==> config.mk <==
export PLATFORM = sky130hd
export DESIGN_NAME = sfph_core
export DESIGN_NICKNAME = d
export VERILOG_FILES = /design/src/core/sfph_core.v /design/src/core/sfph_sync.v
export VERILOG_INCLUDE_DIRS = /design/src /design/src/core
export SDC_FILE = /design/constraint.sdc
export NUM_CORES = 1
export LEC_CHECK = 0
export BUFFER_PORTS_ARGS = -buffer_cell sky130_fd_sc_hd__clkbuf_2
export CORE_ASPECT_RATIO = 2
export CORE_MARGIN = 5
export CORE_UTILIZATION = 58
export DETAILED_ROUTE_END_ITERATION = 10
export PLACE_DENSITY_LB_ADDON = 0.1
export SYNTH_ARGS = -nofsm -noshare
export SYNTH_HDL_FRONTEND = slang
export SYNTH_SLANG_ARGS = --single-unit
==> constraint.sdc <==
create_clock -name clk_in -period 4.6 [get_ports clk_in]
set_input_delay 0.23 -clock clk_in [delete_from_list [all_inputs] [get_ports clk_in]]
set_output_delay 0.23 -clock clk_in [all_outputs]
set_load 0.02 [all_outputs]
==> src/core/sfph_defs.vh <==
// Constants for the serial flash protect and hold block.
// Assumes inclusion by bare name from the design files under core/.
`ifndef SFPH_DEFS_VH
`define SFPH_DEFS_VH

// ****************************************
// Opcodes
// ****************************************
`define SFPH_OP_WR_ENA      8'h06
`define SFPH_OP_WR_DIS      8'h04
`define SFPH_OP_STWR        8'h01
`define SFPH_OP_PROG        8'h02
`define SFPH_OP_SECT        8'h20
`define SFPH_OP_BLK_A       8'h52
`define SFPH_OP_BLK_B       8'hd8
`define SFPH_OP_CHIP_A      8'h60
`define SFPH_OP_CHIP_B      8'hc7
`define SFPH_OP_PDOWN       8'hb9
`define SFPH_OP_RELEASE     8'hab
`define SFPH_OP_RDSTAT      8'h05
`define SFPH_OP_RDDATA      8'h03
`define SFPH_OP_FASTRD      8'h0b
`define SFPH_OP_RDID        8'h9f
`define SFPH_OP_REMS        8'h90

// ****************************************
// Status field positions and reset values
// ****************************************
`define SFPH_ST_LVL_LO      2
`define SFPH_ST_LVL_HI      3
`define SFPH_ST_SWD         7
`define SFPH_RST_LEVEL      2'h0
`define SFPH_RST_SWD        1'h0

// ****************************************
// Command lengths in bytes
// ****************************************
`define SFPH_LEN_OP         6'h01
`define SFPH_LEN_STWR       6'h02
`define SFPH_LEN_ADDR       6'h04

// ****************************************
// Busy time of internal operations
// ****************************************
`define SFPH_BUSY_US        10
`define SFPH_CLK_MHZ        200

`endif

==> src/core/sfph_core.v <==
// Protect and hold logic of a small serial flash, device side.
// Assumes host-driven pins arrive asynchronously and are oversampled by clk_in.
`include "sfph_defs.vh"
`default_nettype none

module sfph_core #(
  parameter BUSY_CYC = `SFPH_BUSY_US * `SFPH_CLK_MHZ
) (
  // Clock and reset
  input  wire       clk_in,
  input  wire       rst_in,
  // Serial link pins
  input  wire       chip_sel_n_in,
  input  wire       sclk_in,
  input  wire       serial_in,
  output reg        serial_out,
  output reg        serial_oe_out,
  // Hardware control pins
  input  wire       write_guard_n_in,
  input  wire       pause_n_in,
  // Status and event outputs
  output reg        write_latch_out,
  output reg  [1:0] protect_level_out,
  output reg        status_write_disable_out,
  output reg        powerdown_out,
  output reg        busy_out,
  output reg        hold_out,
  output reg        program_go_out,
  output reg        erase_go_out,
  output reg        reject_out
);

  // ****************************************
  // Interface states
  // ****************************************
  localparam ST_STANDBY = 2'h0;
  localparam ST_ACTIVE  = 2'h1;
  localparam ST_IGNORE  = 2'h2;

  // Synchronised pins: {select, pause_n, guard_n, serial_in, sclk}
  wire [4:0] pins_s;
  sfph_sync #(
    .WIDTH    (5)
  ) u_sync (
    .clk_in   (clk_in),
    .rst_in   (rst_in),
    .async_in ({~chip_sel_n_in, pause_n_in, write_guard_n_in, serial_in, sclk_in}),
    .sync_out (pins_s)
  );
  wire sel_s   = pins_s[4];
  wire pause_s = pins_s[3];
  wire guard_s = pins_s[2];
  wire sdi_s   = pins_s[1];
  wire sclk_s  = pins_s[0];

  reg  [1:0]  state_ff;
  reg         sclk_d_ff;
  reg         sel_d_ff;
  reg         hold_ff;
  reg  [7:0]  shift_ff;
  reg  [2:0]  bit_cnt_ff;
  reg  [5:0]  byte_cnt_ff;
  reg  [7:0]  opcode_ff;
  reg  [7:0]  stat_data_ff;
  reg         wlat_ff;
  reg  [1:0]  level_ff;
  reg         swd_ff;
  reg         pdown_ff;
  reg  [31:0] busy_cnt_ff;

  wire sclk_rise = sclk_s & ~sclk_d_ff;
  wire sclk_fall = ~sclk_s & sclk_d_ff;
  wire sel_fall  = sel_s & ~sel_d_ff;
  wire desel     = ~sel_s & sel_d_ff;
  wire busy      = (busy_cnt_ff != 32'h0);

  // ****************************************
  // Hold detection
  // ****************************************
  // Level-based: pause low with clock low enters, pause high with clock low exits,
  // which also defers both edges until the clock falls.
  always @(posedge clk_in or posedge rst_in) begin
    if (rst_in) begin
      hold_ff <= 1'b0;
    end else if (!sel_s) begin
      hold_ff <= 1'b0;
    end else if (!sclk_s) begin
      hold_ff <= ~pause_s;
    end
  end

  // ****************************************
  // Command decode helpers
  // ****************************************
  function is_known;
    input [7:0] op;
    begin
      case (op)
        `SFPH_OP_WR_ENA, `SFPH_OP_WR_DIS, `SFPH_OP_STWR, `SFPH_OP_PROG,
        `SFPH_OP_SECT, `SFPH_OP_BLK_A, `SFPH_OP_BLK_B, `SFPH_OP_CHIP_A,
        `SFPH_OP_CHIP_B, `SFPH_OP_PDOWN, `SFPH_OP_RELEASE, `SFPH_OP_RDSTAT,
        `SFPH_OP_RDDATA, `SFPH_OP_FASTRD, `SFPH_OP_RDID, `SFPH_OP_REMS: is_known = 1'b1;
        default: is_known = 1'b0;
      endcase
    end
  endfunction

  // Opcode at byte count: completed byte becomes opcode when count is zero
  wire [7:0] new_byte  = {shift_ff[6:0], sdi_s};
  wire       byte_done = sclk_rise & ~hold_ff & (bit_cnt_ff == 3'h7) & (state_ff != ST_IGNORE);

  // Length required for a write-type command to execute
  reg [5:0] need_len;
  reg       alters;
  always @* begin
    need_len = 6'h0;
    alters   = 1'b0;
    case (opcode_ff)
      `SFPH_OP_WR_ENA, `SFPH_OP_WR_DIS, `SFPH_OP_PDOWN,
      `SFPH_OP_RELEASE, `SFPH_OP_CHIP_A, `SFPH_OP_CHIP_B: need_len = `SFPH_LEN_OP;
      `SFPH_OP_STWR: need_len = `SFPH_LEN_STWR;
      `SFPH_OP_PROG, `SFPH_OP_SECT, `SFPH_OP_BLK_A, `SFPH_OP_BLK_B: need_len = `SFPH_LEN_ADDR;
      default: need_len = 6'h0;
    endcase
    case (opcode_ff)
      `SFPH_OP_STWR, `SFPH_OP_PROG, `SFPH_OP_SECT, `SFPH_OP_BLK_A,
      `SFPH_OP_BLK_B, `SFPH_OP_CHIP_A, `SFPH_OP_CHIP_B: alters = 1'b1;
      default: alters = 1'b0;
    endcase
  end

  // Program needs at least one data byte beyond the address
  wire len_ok = (bit_cnt_ff == 3'h0) &&
                ((opcode_ff == `SFPH_OP_PROG) ? (byte_cnt_ff > need_len) : (byte_cnt_ff == need_len));
  wire array_cmd = alters & (opcode_ff != `SFPH_OP_STWR);
  wire exec_ok   = (state_ff == ST_ACTIVE) & len_ok & (need_len != 6'h0) & ~busy;

  // ****************************************
  // Interface shift and state machine
  // ****************************************
  always @(posedge clk_in or posedge rst_in) begin
    if (rst_in) begin
      state_ff     <= ST_STANDBY;
      sclk_d_ff    <= 1'b0;
      sel_d_ff     <= 1'b0;
      shift_ff     <= 8'h0;
      bit_cnt_ff   <= 3'h0;
      byte_cnt_ff  <= 6'h0;
      opcode_ff    <= 8'h0;
      stat_data_ff <= 8'h0;
    end else begin
      sclk_d_ff <= sclk_s;
      sel_d_ff  <= sel_s;
      if (!sel_s) begin
        state_ff    <= ST_STANDBY;
        bit_cnt_ff  <= 3'h0;
        byte_cnt_ff <= 6'h0;
      end else begin
        if (sel_fall) begin
          state_ff <= ST_ACTIVE;
        end
        // Clock and data are don't-care while held
        if (sclk_rise && !hold_ff && state_ff != ST_IGNORE) begin
          shift_ff   <= new_byte;
          bit_cnt_ff <= bit_cnt_ff + 3'h1;
        end
        if (byte_done) begin
          if (byte_cnt_ff != 6'h3f) begin
            byte_cnt_ff <= byte_cnt_ff + 6'h1;
          end
          if (byte_cnt_ff == 6'h0) begin
            opcode_ff <= new_byte;
            if (!is_known(new_byte)) begin
              state_ff <= ST_IGNORE;
            end else if (pdown_ff && new_byte != `SFPH_OP_RELEASE) begin
              state_ff <= ST_IGNORE;
            end
          end
          if (byte_cnt_ff == 6'h1) begin
            stat_data_ff <= new_byte;
          end
        end
      end
    end
  end

  // ****************************************
  // Write latch, status bits, power-down, busy
  // ****************************************
  // Guard pin locks status bits only when the disable bit is set
  wire locked = swd_ff & ~guard_s;
  always @(posedge clk_in or posedge rst_in) begin
    if (rst_in) begin
      wlat_ff     <= 1'b0;
      level_ff    <= `SFPH_RST_LEVEL;
      swd_ff      <= `SFPH_RST_SWD;
      pdown_ff    <= 1'b0;
      busy_cnt_ff <= 32'h0;
    end else begin
      if (busy) begin
        busy_cnt_ff <= busy_cnt_ff - 32'h1;
      end
      if (desel && exec_ok) begin
        case (opcode_ff)
          `SFPH_OP_WR_ENA:  wlat_ff <= 1'b1;
          `SFPH_OP_WR_DIS:  wlat_ff <= 1'b0;
          `SFPH_OP_PDOWN:   pdown_ff <= 1'b1;
          `SFPH_OP_RELEASE: pdown_ff <= 1'b0;
          `SFPH_OP_STWR: begin
            if (wlat_ff && !locked) begin
              level_ff    <= {stat_data_ff[`SFPH_ST_LVL_HI], stat_data_ff[`SFPH_ST_LVL_LO]};
              swd_ff      <= stat_data_ff[`SFPH_ST_SWD];
              wlat_ff     <= 1'b0;
              busy_cnt_ff <= BUSY_CYC;
            end
          end
          `SFPH_OP_PROG, `SFPH_OP_SECT, `SFPH_OP_BLK_A, `SFPH_OP_BLK_B,
          `SFPH_OP_CHIP_A, `SFPH_OP_CHIP_B: begin
            if (wlat_ff && level_ff == 2'h0) begin
              wlat_ff     <= 1'b0;
              busy_cnt_ff <= BUSY_CYC;
            end
          end
          default: wlat_ff <= wlat_ff;
        endcase
      end
    end
  end

  // ****************************************
  // Outputs
  // ****************************************
  // Go pulses only for accepted array work, reject pulse for refused commands; status outputs mirror state
  wire start_arr  = desel & exec_ok & array_cmd & wlat_ff & (level_ff == 2'h0);
  wire reject_now = desel & (state_ff == ST_ACTIVE) & (alters | need_len != 6'h0) &
                    ~(exec_ok & (~alters | (wlat_ff & (array_cmd ? level_ff == 2'h0 : ~locked))));
  always @(posedge clk_in or posedge rst_in) begin
    if (rst_in) begin
      serial_out               <= 1'b0;
      serial_oe_out            <= 1'b0;
      write_latch_out          <= 1'b0;
      protect_level_out        <= 2'h0;
      status_write_disable_out <= 1'b0;
      powerdown_out            <= 1'b0;
      busy_out                 <= 1'b0;
      hold_out                 <= 1'b0;
      program_go_out           <= 1'b0;
      erase_go_out             <= 1'b0;
      reject_out               <= 1'b0;
    end else begin
      // Read datapath is outside this block, so the pin never drives
      serial_out               <= 1'b0;
      serial_oe_out            <= 1'b0;
      write_latch_out          <= wlat_ff;
      protect_level_out        <= level_ff;
      status_write_disable_out <= swd_ff;
      powerdown_out            <= pdown_ff;
      busy_out                 <= busy;
      hold_out                 <= hold_ff;
      program_go_out           <= start_arr & (opcode_ff == `SFPH_OP_PROG);
      erase_go_out             <= start_arr & (opcode_ff != `SFPH_OP_PROG);
      reject_out               <= reject_now;
    end
  end

endmodule // sfph_core

`default_nettype wire

==> src/core/sfph_sync.v <==
// Two-flop synchroniser for a group of pin inputs.
// Assumes the inputs are asynchronous to clk_in; outputs feed logic only.
`default_nettype none

module sfph_sync #(
  parameter WIDTH = 4
) (
  // Clock and reset
  input  wire             clk_in,
  input  wire             rst_in,
  // Pins and synchronised copies
  input  wire [WIDTH-1:0] async_in,
  output wire [WIDTH-1:0] sync_out
);

  reg [WIDTH-1:0] meta_ff;
  reg [WIDTH-1:0] sync_ff;

  // ****************************************
  // Per-bit double flop
  // ****************************************
  genvar i;
  generate
    for (i = 0; i < WIDTH; i = i + 1) begin : g_bit
      // First stage is read only by the second
      always @(posedge clk_in or posedge rst_in) begin
        if (rst_in) begin
          meta_ff[i] <= 1'b0;
          sync_ff[i] <= 1'b0;
        end else begin
          meta_ff[i] <= async_in[i];
          sync_ff[i] <= meta_ff[i];
        end
      end
    end
  endgenerate

  assign sync_out = sync_ff;

endmodule // sfph_sync

`default_nettype wire

# Yosys cells after proc, flatten, opt, wreduce, memory -nomap -nowiden
# Index checks and enable logic that the tools add are counted.
# word_totals
in_bits,7
latchBits,0
out_inout_bits,12
word_cells,172
mem_bits_rw,0
romBits,0
memories,0
regBits,94
# op_classes
n_eq_ne,42
n_shift,0
div_mod_pow,0
magnitude_cmp,1
multipliers,0
add_sub_neg,3
muxes,30
n_reduce_logical,28
bitwise_logic,35
# op_table
op,count
two-way mux 32 bit,4
== test 8 bit (second input constant),10
one-hot mux 32 bit (2 select lines),1
== test 8 x 3 -> 1 bit (second input constant),5
== test 8 x 7 -> 1 bit (second input constant),4
nonzero test 32 bit,1
subtractor 32 x 1 -> 32 bit (second input constant),1
== test 8 x 2 -> 1 bit (second input constant),3
AND 1 bit,22
two-way mux 6 bit,3
== test 8 x 1 -> 1 bit (second input constant),2
== test 8 x 6 -> 1 bit (second input constant),2
OR reduction 16 bit,1
inequality test 2 bit (second input constant),7
two-way mux 2 bit,6
OR reduction 6 bit,2
two-way mux 1 bit,11
inverter 1 bit,11
one-hot mux 3 bit (3 select lines),1
AND reduction 3 bit,3
== test 8 x 4 -> 1 bit (second input constant),1
inequality test 8 x 1 -> 1 bit (second input constant),1
inequality test 8 x 2 -> 1 bit (second input constant),1
inequality test 8 bit (second input constant),1
24 further kinds,35

# Longest topological paths before layout
# Gate-level depths: netlist of the first run.
# depth
depth_word,14
depth_mapped,13
ltp_nobuf,11

# By module
# Synthesis of the first run repeated with hierarchy kept, for this count alone.
# hier_totals
hier_cells,398
hier_area_um2,4324.1
# by_module_without_submodules
mod,cells_per_inst,area_each_um2,instances
sfph_core,387,4070.2,1
sfph_sync,11,254.0,1

# Worst setup path before layout of the first run
# Ideal clock, no wire load.
# synth_timing
path_kind,reg2reg
startpoint,register opcode_ff[4]
endpoint,register busy_cnt_ff[0]
setup_time_ns,0.120
setup_slack_ns,1.369
arrival_time_ns,3.111
path_stages_with_launch,13
cell_sequence,dfrtp_1 -> buf_2 -> nor4_1 -> nor2b_1 -> nand2_1 -> ha_1 -> nor2b_1 -> o21ai_0 -> a211oi_1 -> o2111ai_2 -> or4_1 -> buf_2 -> a21boi_1
# synth_between
elab_chain_len,11
word_cells_on_any_way,26
classes_between,order compare: 1; eq/ne: 12; mux: 4; bitwise: 3; reduce/logical: 6
# synth_lines
element,line_no,source
from (decl),sfph_core.v:63,reg [7:0] opcode_ff;
from (signal assigned),sfph_core.v:172,opcode_ff <= new_byte;
== test 8 x 7 -> 1 bit (tied with other cells),"sfph_core.v:118, sfph_core.v:204",
OR reduction 6 bit or OR reduction 4 bit (tied branches),sfph_core.v:118,case (opcode_ff)
one-hot mux 3 bit (3 select lines),sfph_core.v:118,
> comparator 6 bit or == test 6 bit (tied branches),sfph_core.v:134,((opcode_ff == `SFPH_OP_PROG) ? (byte_cnt_ff > need_len) : (byte_cnt_ff == need_len));
two-way mux 1 bit,sfph_core.v:134,
logical AND 1 bit,sfph_core.v:133,wire len_ok = (bit_cnt_ff == 3'h0) &&
AND 1 bit (3 in series),sfph_core.v:136,wire exec_ok = (state_ff == ST_ACTIVE) & len_ok & (need_len != 6'h0) & ~busy;
logical AND 1 bit,sfph_core.v:203,if (desel && exec_ok) begin
two-way mux 32 bit *,sfph_core.v:203,
to (signal assigned),sfph_core.v:201,busy_cnt_ff <= busy_cnt_ff - 32'h1;
to (decl),sfph_core.v:69,reg [31:0] busy_cnt_ff;
# Every way passes the cells marked *; elsewhere a longest branch is shown, timed or not.
# A chain may end at the register's enable or synchronous reset.

# Worst setup path in the final report of the first run
# Ends and elaborated chain as after synthesis.

==> metrics.cfg, run 1 <==
[placed_design]
gp_congestion=0.852
preCtsSetupSlack_ps=942
portBuffers=16
dp_hpwl_um=6160
dp_cells=496

[worst_setup_path]
worstSetupEndpointType=flip-flop
r2r-end=busy_cnt_ff[0]
worstPathRequired_ps=4820
rrSetupSlack_ps=930
startpoint_type=flip-flop
cp-startpoint=opcode_ff[4]
r2r-start=opcode_ff[4]
arrival_ps=3890
cp_max_fo=8
ff2ff_path_depth=10
endpoint=busy_cnt_ff[0]
criticalPathCategory=flip-flop to flip-flop

[logic_synthesis]
ys_types=54
synth_top_family_by_area=simple AND/OR/NAND/NOR gates
synthArstFlopShare=1.00
synth_mux_area_frac=0.0618
synth_top_area_frac=0.517
synthAdderAreaFrac=0.0290
synth-compound-area-share=0.0682
synth_top_area_cell=dfrtp_1
synth-xor-area-share=0.0691
synth-warning-count=0
ys_seq_area_frac=0.517
synth_flop_cell=dfrtp_1
syn_avg_cell_area_um2=10.8
synthTopCellsByArea=dfrtp_1 52%, mux2_2 5.5%, xnor2_1 3.7%
yosys.area_share.simple=0.227
yosys_register_bits=89
netlist_area_um2=4310
synth_common_cells=89 x dfrtp_1, 35 x nand2_1, 24 x nor2_1
syn_inst=400
yosysMostFrequentCell=dfrtp_1
synth-edff-count=0

[global_routing]
track_usage=0.199
grt_max_degree=54
grt_antenna_before_repair=0
grt_first_pass_wirelength_um=14600
grt_pass1_vias=3076
grt-ovfl-total=0

[die]
ioPinCount=19
start_util=0.593
fp.coreArea_um2=7270
dieArea_um2=9360
num_rows=44
die_w_um=71.0
die_h_um=132

[route]
via_count=2974
dr.pass1.iters=4
drc=0
wirelength_um=8310
routedWlPerCell_um=16.1
viasPerCell=5.75
antenna_left=0
first_iter_violations=97

[sta]
maxSlewHeadroom=0.450
worst_pin_slew_ps=823
hold_slack_ps=32.3
post-route-min-period_ps=3670
finalCritPeriodShare=0.798
skew_ps=5.61
finalSetupTns_ps=0
final.setup.worst_slack_ps=930
finalSetupViolCount=0
rsz0062_at_grt=no
maxSlewViolCount=0
max_freq_mhz=273
hold_viol=0

[clock_network]
cts.sink_count=89
cts_inserted_buffers=9
cts_setup_buffers=0
clkTransAtPathRegs_ps=60
clockRootBuffer=clkbuf_16
clk_latency_ps=340
htreeDepth=3
tritoncts=yes
clk_path_buf_depth=2

[pwr]
vdd_drop_max_uv=299
power.leakage_uw=0.00221
powerDensity_nw_per_um2=508
p_total_uw=2460

[cells_and_area]
num_antenna_cells=0
fin_nets=437
syn2layout_area_growth_pct=12.2
fillers=600
drive_above_1_share=0.146
seq_area_um2=2230
multiInputGateArea_um2=1970
instances_no_fill=517

[run]
drv_cap=0

[worst_hold_path]
hp-class=input port to flip-flop
hold_path_depth=2

[run_status]
status=complete, no violations

where the power goes:
| group | internal [uW] | leakage [uW] | total, uW | switching, uW |
|---|---|---|---|---|
| combinational | 238 | 0.000893 | 519 | 281 |
| clock | 505 | 0.000155 | 786 | 281 |
| sequential | 939 | 0.00116 | 1150 | 215 |
logic make-up (layout without fill, tap and decap cells):
| group | after synthesis | after routing |
|---|---|---|
| other cells | 1 | 2 |
| simple gates | 171 | 171 |
| compound gates | 42 | 42 |
| flops | 89 | 89 |
| xor+xnor | 34 | 34 |
| buf+inv | 29 | 53 |
| mux | 24 | 24 |
| fa+ha+maj | 10 | 10 |
repair_timing:
item,CTS,global route
resized for setup,0,0
hold buffers,5,0
endpoints found under the hold margin,40,0
worst min-delay path by stage:
stage,startpoint,endpoint
CTS,chip_sel_n_in,u_sync.meta_ff[4]
detailed placement,rst_in,u_sync.sync_out[2]
finish,chip_sel_n_in,u_sync.meta_ff[4]
floorplan,sclk_in,u_sync.meta_ff[0]
global placement,rst_in,status_write_disable_out
global route,chip_sel_n_in,u_sync.meta_ff[4]
worst max-delay path: stages (launching register included):
cell       delay (ps)
dfrtp_1           470
nor4_1            450
nor2b_1           390
nand2_1           150
ha_1              310
nor2b_1           130
o21ai_0            80
a211oi_1          450
o2111ai_2         210
or4_1             710
a21boi_1          190
sequential cells by signal, indices dropped and copies added (netlist names), 2 cells and up:
name and flops:
byte_cnt_ff 6, busy_cnt_ff 32, u_sync.meta_ff 5, protect_level_out 2
state_ff 2, stat_data_ff 3, u_sync.sync_out 5, level_ff 2
opcode_ff 8, shift_ff 7, bit_cnt_ff 3
layout by cell type (no fill, tap or decap), drive strengths merged, types with 10 or more instances in the layout:
| cell | n |
|---|---|
| clkbuf | 28 |
| inv | 14 |
| xor2 | 16 |
| nor3 | 16 |
| mux2 | 21 |
| nor4 | 18 |
| ha | 10 |
| xnor2 | 18 |
| nand3 | 17 |
| nand2 | 35 |
| dfrtp | 89 |
| nor2 | 24 |
| and2 | 11 |
| o21ai | 11 |
per-stage QoR:
step | utilization | area (um2)
after floorplan | - | 4320
after global placement | 0.613 | 4460
after detailed placement | 0.613 | 4460
after CTS | 0.666 | 4840
after global routing | 0.666 | 4840
final | 0.666 | 4840
final cells by class:
type,count,area share
sequential,89,0.460
clock inverter,4,0.0155
tap,92,0.0238
timing repair buffer,22,0.0285
clock buffer,12,0.0530
multi-input combinational,283,0.407
inverter,15,0.0119
layer usage:
| layer | vias up | global-route usage | wire [um] |
|---|---|---|---|
| met5 | - | 0 | 0 |
| met4 | 0 | 0.0921 | 291 |
| met3 | 19 | 0.0496 | 208 |
| met2 | 46 | 0.366 | 4810 |
| met1 | 1456 | 0.203 | 3000 |
| li1 | 1453 | - | - |
No activity file was read; power rests on OpenSTA's default activity.
==> inputs of run 2 (changes only) <==
==> constraint.sdc (replaced) <==
create_clock -name clk_in -period 3.8 [get_ports clk_in]
set_input_delay 0.19 -clock clk_in [delete_from_list [all_inputs] [get_ports clk_in]]
set_output_delay 0.19 -clock clk_in [all_outputs]
set_load 0.02 [all_outputs]
==> run 2 against run 1 <==
The flow now finishes with violations (hold timing); global-route usage about the same; hold slack got worse by 48 ps; design area about the same; cell count rose by 0.58%; non-clock buffer count is 3 higher; clock power is 13% higher; critical path depth increased by 2; largest power group unchanged; via count increased by 2.9%; combinational power grew 22%; register-to-register slack got worse by 550 ps; highest routed layer unchanged.
==> metrics.cfg, run 2 (synthesized netlist as in run 1, its figures left out) <==
[sta]
hold_viol=50
post-route-min-period_ps=3420
skew_ps=5.92
finalCritPeriodShare=0.899
rsz0062_at_grt=no
worst_pin_slew_ps=846
hold_slack_ps=-16.0
finalSetupViolCount=0
max_freq_mhz=293
maxSlewViolCount=0
finalSetupTns_ps=0
maxSlewHeadroom=0.435
final.setup.worst_slack_ps=384

[cells_and_area]
num_antenna_cells=0
fillers=596
multiInputGateArea_um2=1970
final_common_cell=dfrtp_1
utilization=0.665
seq_area_um2=2230
fin_area_um2=4830
syn2layout_area_growth_pct=12.1
regMostFlops=busy_cnt_ff
layout_common_cells=89 x dfrtp_1, 35 x nand2_1, 24 x nor2_1, 21 x mux2_2, 18 x xnor2_1
top_regs=busy_cnt_ff x32, opcode_ff x8, shift_ff x7
drive_above_1_share=0.154
largest_register_ffs=32
fin_nets=440

[worst_setup_path]
arrival_ps=3650
ff2ff_path_depth=12
startpoint_type=flip-flop
criticalPathCategory=flip-flop to flip-flop
cp_max_fo=8
worstPathRequired_ps=4030
worstSetupEndpointType=flip-flop

[placed_design]
gp_congestion=0.870
preCtsSetupSlack_ps=386
placed_area_um2=4480
portBuffers=16
dp_hpwl_um=6230

[route]
via_count=3059
met1_length_um=3010
wirelength_um=8460
dr.pass1.iters=5
routedWlPerCell_um=16.3
dr_wl_met3_um=213
drc=0
wl_met2_um=4940
antenna_left=0
routed.top_layer=met4
viasPerCell=5.88
first_iter_violations=100

[die]
ioPinCount=19
num_rows=44
die_w_um=71.0
fp.coreArea_um2=7270
start_util=0.593
die_h_um=132
dieArea_um2=9360

[clock_network]
cts_setup_buffers=0
cts.sink_count=89
htreeDepth=3
hold_buffers=5
clk_latency_ps=340
tritoncts=yes
clkTransAtPathRegs_ps=60
cts_resized=0
clockRootBuffer=clkbuf_16
cts_inserted_buffers=9
clk_path_buf_depth=2

[global_routing]
grt_antenna_before_repair=0
grt-ovfl-total=0
grt_pass1_vias=3172
track_usage=0.198
grt_max_degree=52
grt_first_pass_wirelength_um=14600

[pwr]
intPower_uw=1970
swShare=0.326
combPwrFrac=0.217
vdd_drop_max_uv=329
power.leakage_uw=0.00222
powerDensity_nw_per_um2=604
p_seq_frac=0.478
switching_power_uw=953
clkPwrFrac=0.305

[run]
drv_cap=0

[run_status]
status=finished, violations left
violations=hold timing

[worst_hold_path]
hp-class=input port to async pin

## run 2: cell count changes in the layout (fill, tap and decap cells not counted)
cell / before / now
clkinv_4: 0 / 1
clkinvlp_4: 2 / 0
buf_4: 1 / 4
clkbuf_1: 1 / 0
bufinv_16: 2 / 1
clkinv_2: 1 / 4
## run 2: worst paths after layout
| check | from | endpoint | slack (ps) |
|---|---|---|---|
| min reg2reg | u_sync.meta_ff[1] | u_sync.sync_out[1] | 350 |
| max reg2reg | opcode_ff[4] | busy_cnt_ff[0] | 380 |
| min | rst_in | wlat_ff | -20 |
| max in group asynchronous | rst_in | byte_cnt_ff[2] | 2830 |
| max | opcode_ff[4] | busy_cnt_ff[0] | 380 |
| min in group clk_in | u_sync.meta_ff[1] | u_sync.sync_out[1] | 350 |
## run 2: final cells by class
class / instances / area share
sequential: 89 / 0.461
multi-input combinational: 283 / 0.407
clock buffer: 11 / 0.0523
timing repair buffer: 25 / 0.0331
tap: 92 / 0.0238
inverter: 15 / 0.0119
clock inverter: 5 / 0.0111
## run 2: power groups by stage
stage | combinational (uW) | sequential [uW] | clock [uW]
floorplan | 564 | 1310 | 0
global placement | 617 | 1400 | 0
detailed placement | 631 | 1410 | 0
CTS | 638 | 1400 | 915
global route | 707 | 1430 | 964
finish | 633 | 1400 | 890
## run 2: per-stage QoR
step | total power [uW] | instances
final | 2920 | 520
after floorplan | 1870 | 401
after global routing | 3100 | 520
after detailed placement | 2040 | 499
after global placement | 2010 | 499
after CTS | 2950 | 520
## run 2: metal layers
layer,GRT usage,vias up
met5,0,-
met4,0.108,0
met3,0.0435,21
met2,0.376,54
met1,0.189,1520
li1,-,1464
## run 2: worst max-delay path: stages, from the launching register on
cell	delay, ps
dfrtp_1	470
nor4_1	430
nor2b_1	240
buf_4	160
nand2_1	50
nand3_1	90
ha_1	230
nand3_1	90
nor4_1	50
a211oi_1	410
o2111ai_2	200
or4_1	700
a21boi_1	190
==> inputs of run 3 (changes only) <==
--- a/config.mk
+++ b/config.mk
@@ -6,6 +6,7 @@
 export SDC_FILE = /design/constraint.sdc
 export NUM_CORES = 1
 export LEC_CHECK = 0
+export ABC_AREA = 1
 export BUFFER_PORTS_ARGS = -buffer_cell sky130_fd_sc_hd__clkbuf_2
 export CORE_ASPECT_RATIO = 2
 export CORE_MARGIN = 5
==> run 3 against run 2 <==
The run now ends clean; clock-buffer cell count decreased by 1; sequential power decreased by 29%; setup slack improved by 910 ps; sequential cell count unchanged; critical path type unchanged; critical endpoint is now level_ff[0]; highest routed layer unchanged.
==> metrics.cfg, run 3 <==
[worst_setup_path]
r2r-end=level_ff[0]
cp_max_fo=6
criticalPathCategory=flip-flop to flip-flop
rrSetupSlack_ps=1290
cp-startpoint=opcode_ff[7]
arrival_ps=2750
worstPathRequired_ps=4040
startpoint_type=flip-flop
r2r-start=opcode_ff[7]
worstSetupEndpointType=flip-flop
ff2ff_path_depth=16

[logic_synthesis]
synth_flop_cell=dfrtp_1
synth_common_cells=131 x nand2_1, 89 x dfrtp_1, 86 x nor2_1
synth_top_area_cell=dfrtp_1
synth_top_area_frac=0.475
ys_types=39
ys_seq_area_frac=0.475
yosys_register_bits=89
syn_avg_cell_area_um2=8.30
syn_inst=565
synth-warning-count=0
synthArstFlopShare=1.00
synthTopCellsByArea=dfrtp_1 48%, nand2_1 10%, nor2_1 6.9%
netlist_area_um2=4690
yosysMostFrequentCell=nand2_1
synth-edff-count=0

[cells_and_area]
num_antenna_cells=0
drive_above_1_share=0.138
fillers=681
multiInputGateArea_um2=2200
regMostFlops=busy_cnt_ff
largest_register_ffs=32
utilization=0.663
fin_nets=613
seq_area_um2=2230
syn2layout_area_growth_pct=12.4
layout_common_cells=131 x nand2_1, 89 x dfrtp_1, 86 x nor2_1, 59 x inv_1, 34 x o21ai_0
final_common_cell=nand2_1
top_regs=busy_cnt_ff x32, opcode_ff x8, shift_ff x7

[route]
via_count=3783
antenna_left=0
routedWlPerCell_um=15.5
dr.pass1.iters=4
drc=0
wirelength_um=10800
first_iter_violations=180
viasPerCell=5.43

[sta]
post-route-min-period_ps=2510
rsz0062_at_grt=no
hold_viol=0
finalSetupTns_ps=0
finalCritPeriodShare=0.660
worst_pin_slew_ps=719
maxSlewViolCount=0
finalSetupViolCount=0
skew_ps=7.46
max_freq_mhz=399
maxSlewHeadroom=0.520

[pwr]
powerDensity_nw_per_um2=404
vdd_drop_max_uv=420
power.leakage_uw=0.00286

[placed_design]
portBuffers=16
dp_hpwl_um=8400
gp_congestion=0.894

[global_routing]
grt_max_degree=48
grt_first_pass_wirelength_um=18100
grt_pass1_vias=4001
track_usage=0.240
grt_antenna_before_repair=0
grt-ovfl-total=0

[die]
die_h_um=137
ioPinCount=19
num_rows=46
start_util=0.590
fp.coreArea_um2=7940
die_w_um=73.6
dieArea_um2=10100

[worst_hold_path]
hold_end=u_sync.sync_out[0]
min-delay-start=u_sync.meta_ff[0]
hp-class=flip-flop to flip-flop
hold_path_depth=0

[clock_network]
cts_setup_buffers=0
cts_inserted_buffers=9
clockRootBuffer=clkbuf_16
clk_latency_ps=350
tritoncts=yes
cts.sink_count=89
clk_path_buf_depth=2
hold_buffers=6
htreeDepth=3
clkTransAtPathRegs_ps=70
cts_resized=0

[run]
drv_cap=0

[run_status]
status=complete, no violations

run 3: cell types whose count changed after synthesis, sizes merged, moves of 7 or more:
| cell | before | now |
|---|---|---|
| inv | 15 | 62 |
| mux2 | 21 | 0 |
| a21oi | 7 | 21 |
| nor2b | 9 | 0 |
| xnor2 | 18 | 11 |
| nor2 | 24 | 105 |
| nand2 | 35 | 139 |
| o21ai | 11 | 37 |
| and2 | 11 | 0 |
| nor4 | 18 | 5 |
run 3: how the worst max path moves through the flow:
stage | end | depth (start not counted)
3_5_place_dp | level_ff[0] | 16
2_1_floorplan | bit_cnt_ff[0] | 1
6_report | level_ff[0] | 16
3_3_place_gp | program_go_out | 15
4_1_cts | level_ff[0] | 16
5_1_grt | level_ff[1] | 16
run 3: critical path, cell delays in order (launching register included):
cell      delay [ps]
dfrtp_1          430
nor2_2           190
nand2_2          110
nor3_2           140
inv_1            120
ha_1             310
inv_1             40
o21bai_1         110
nand2_1           60
nand2_1           60
nand2_1           40
nand2_1          110
nand3_2          140
nor3_4           310
nand2_2          100
nand2_1           70
nand2_1           50
run 3: metrics by stage:
step	hold slack [ps]	setup slack, ps	cells	cell area (um2)	total power, uW
final	353	1290	697	5270	2130
after global routing	369	993	697	5270	2220
after CTS	355	1270	697	5270	2140
after detailed placement	300	1280	675	4880	1170
after global placement	298	1330	675	4880	1170
after floorplan	221	1300	566	4690	1120
run 3: cell families after synthesis:
logic type      share of synthesized area
compound gates                     0.0731
xor+xnor                           0.0486
fa+ha+maj                          0.0267
buf+inv                            0.0563
flops                               0.475
other cells                      0.000800
simple gates                        0.319
run 3: power by group:
group / internal [uW] / leakage, uW / total (uW) / switching, uW
clock network: 596 / 0.000159 / 967 / 371
logic: 45.7 / 0.00150 / 155 / 110
registers: 975 / 0.00121 / 1000 / 30.1
total: 1620 / 0.00286 / 2130 / 511
run 3: cell type report:
cell class	count	share of cell area
Clock inverter	6	0.0171
Multi-Input combinational cell	409	0.417
Inverter	63	0.0451
Tap cell	96	0.0228
Sequential cell	89	0.423
Clock buffer	10	0.0454
Timing Repair Buffer	24	0.0294
run 3: layer usage:
layer | vias up | GRT usage | share of wire | wire, um
li1 | 1867 | - | - | -
met1 | 1799 | 0.221 | 0.34 | 3710
met2 | 81 | 0.454 | 0.58 | 6230
met3 | 36 | 0.0522 | 0.024 | 257
met4 | 0 | 0.143 | 0.055 | 592
met5 | - | 0 | 0 | 0
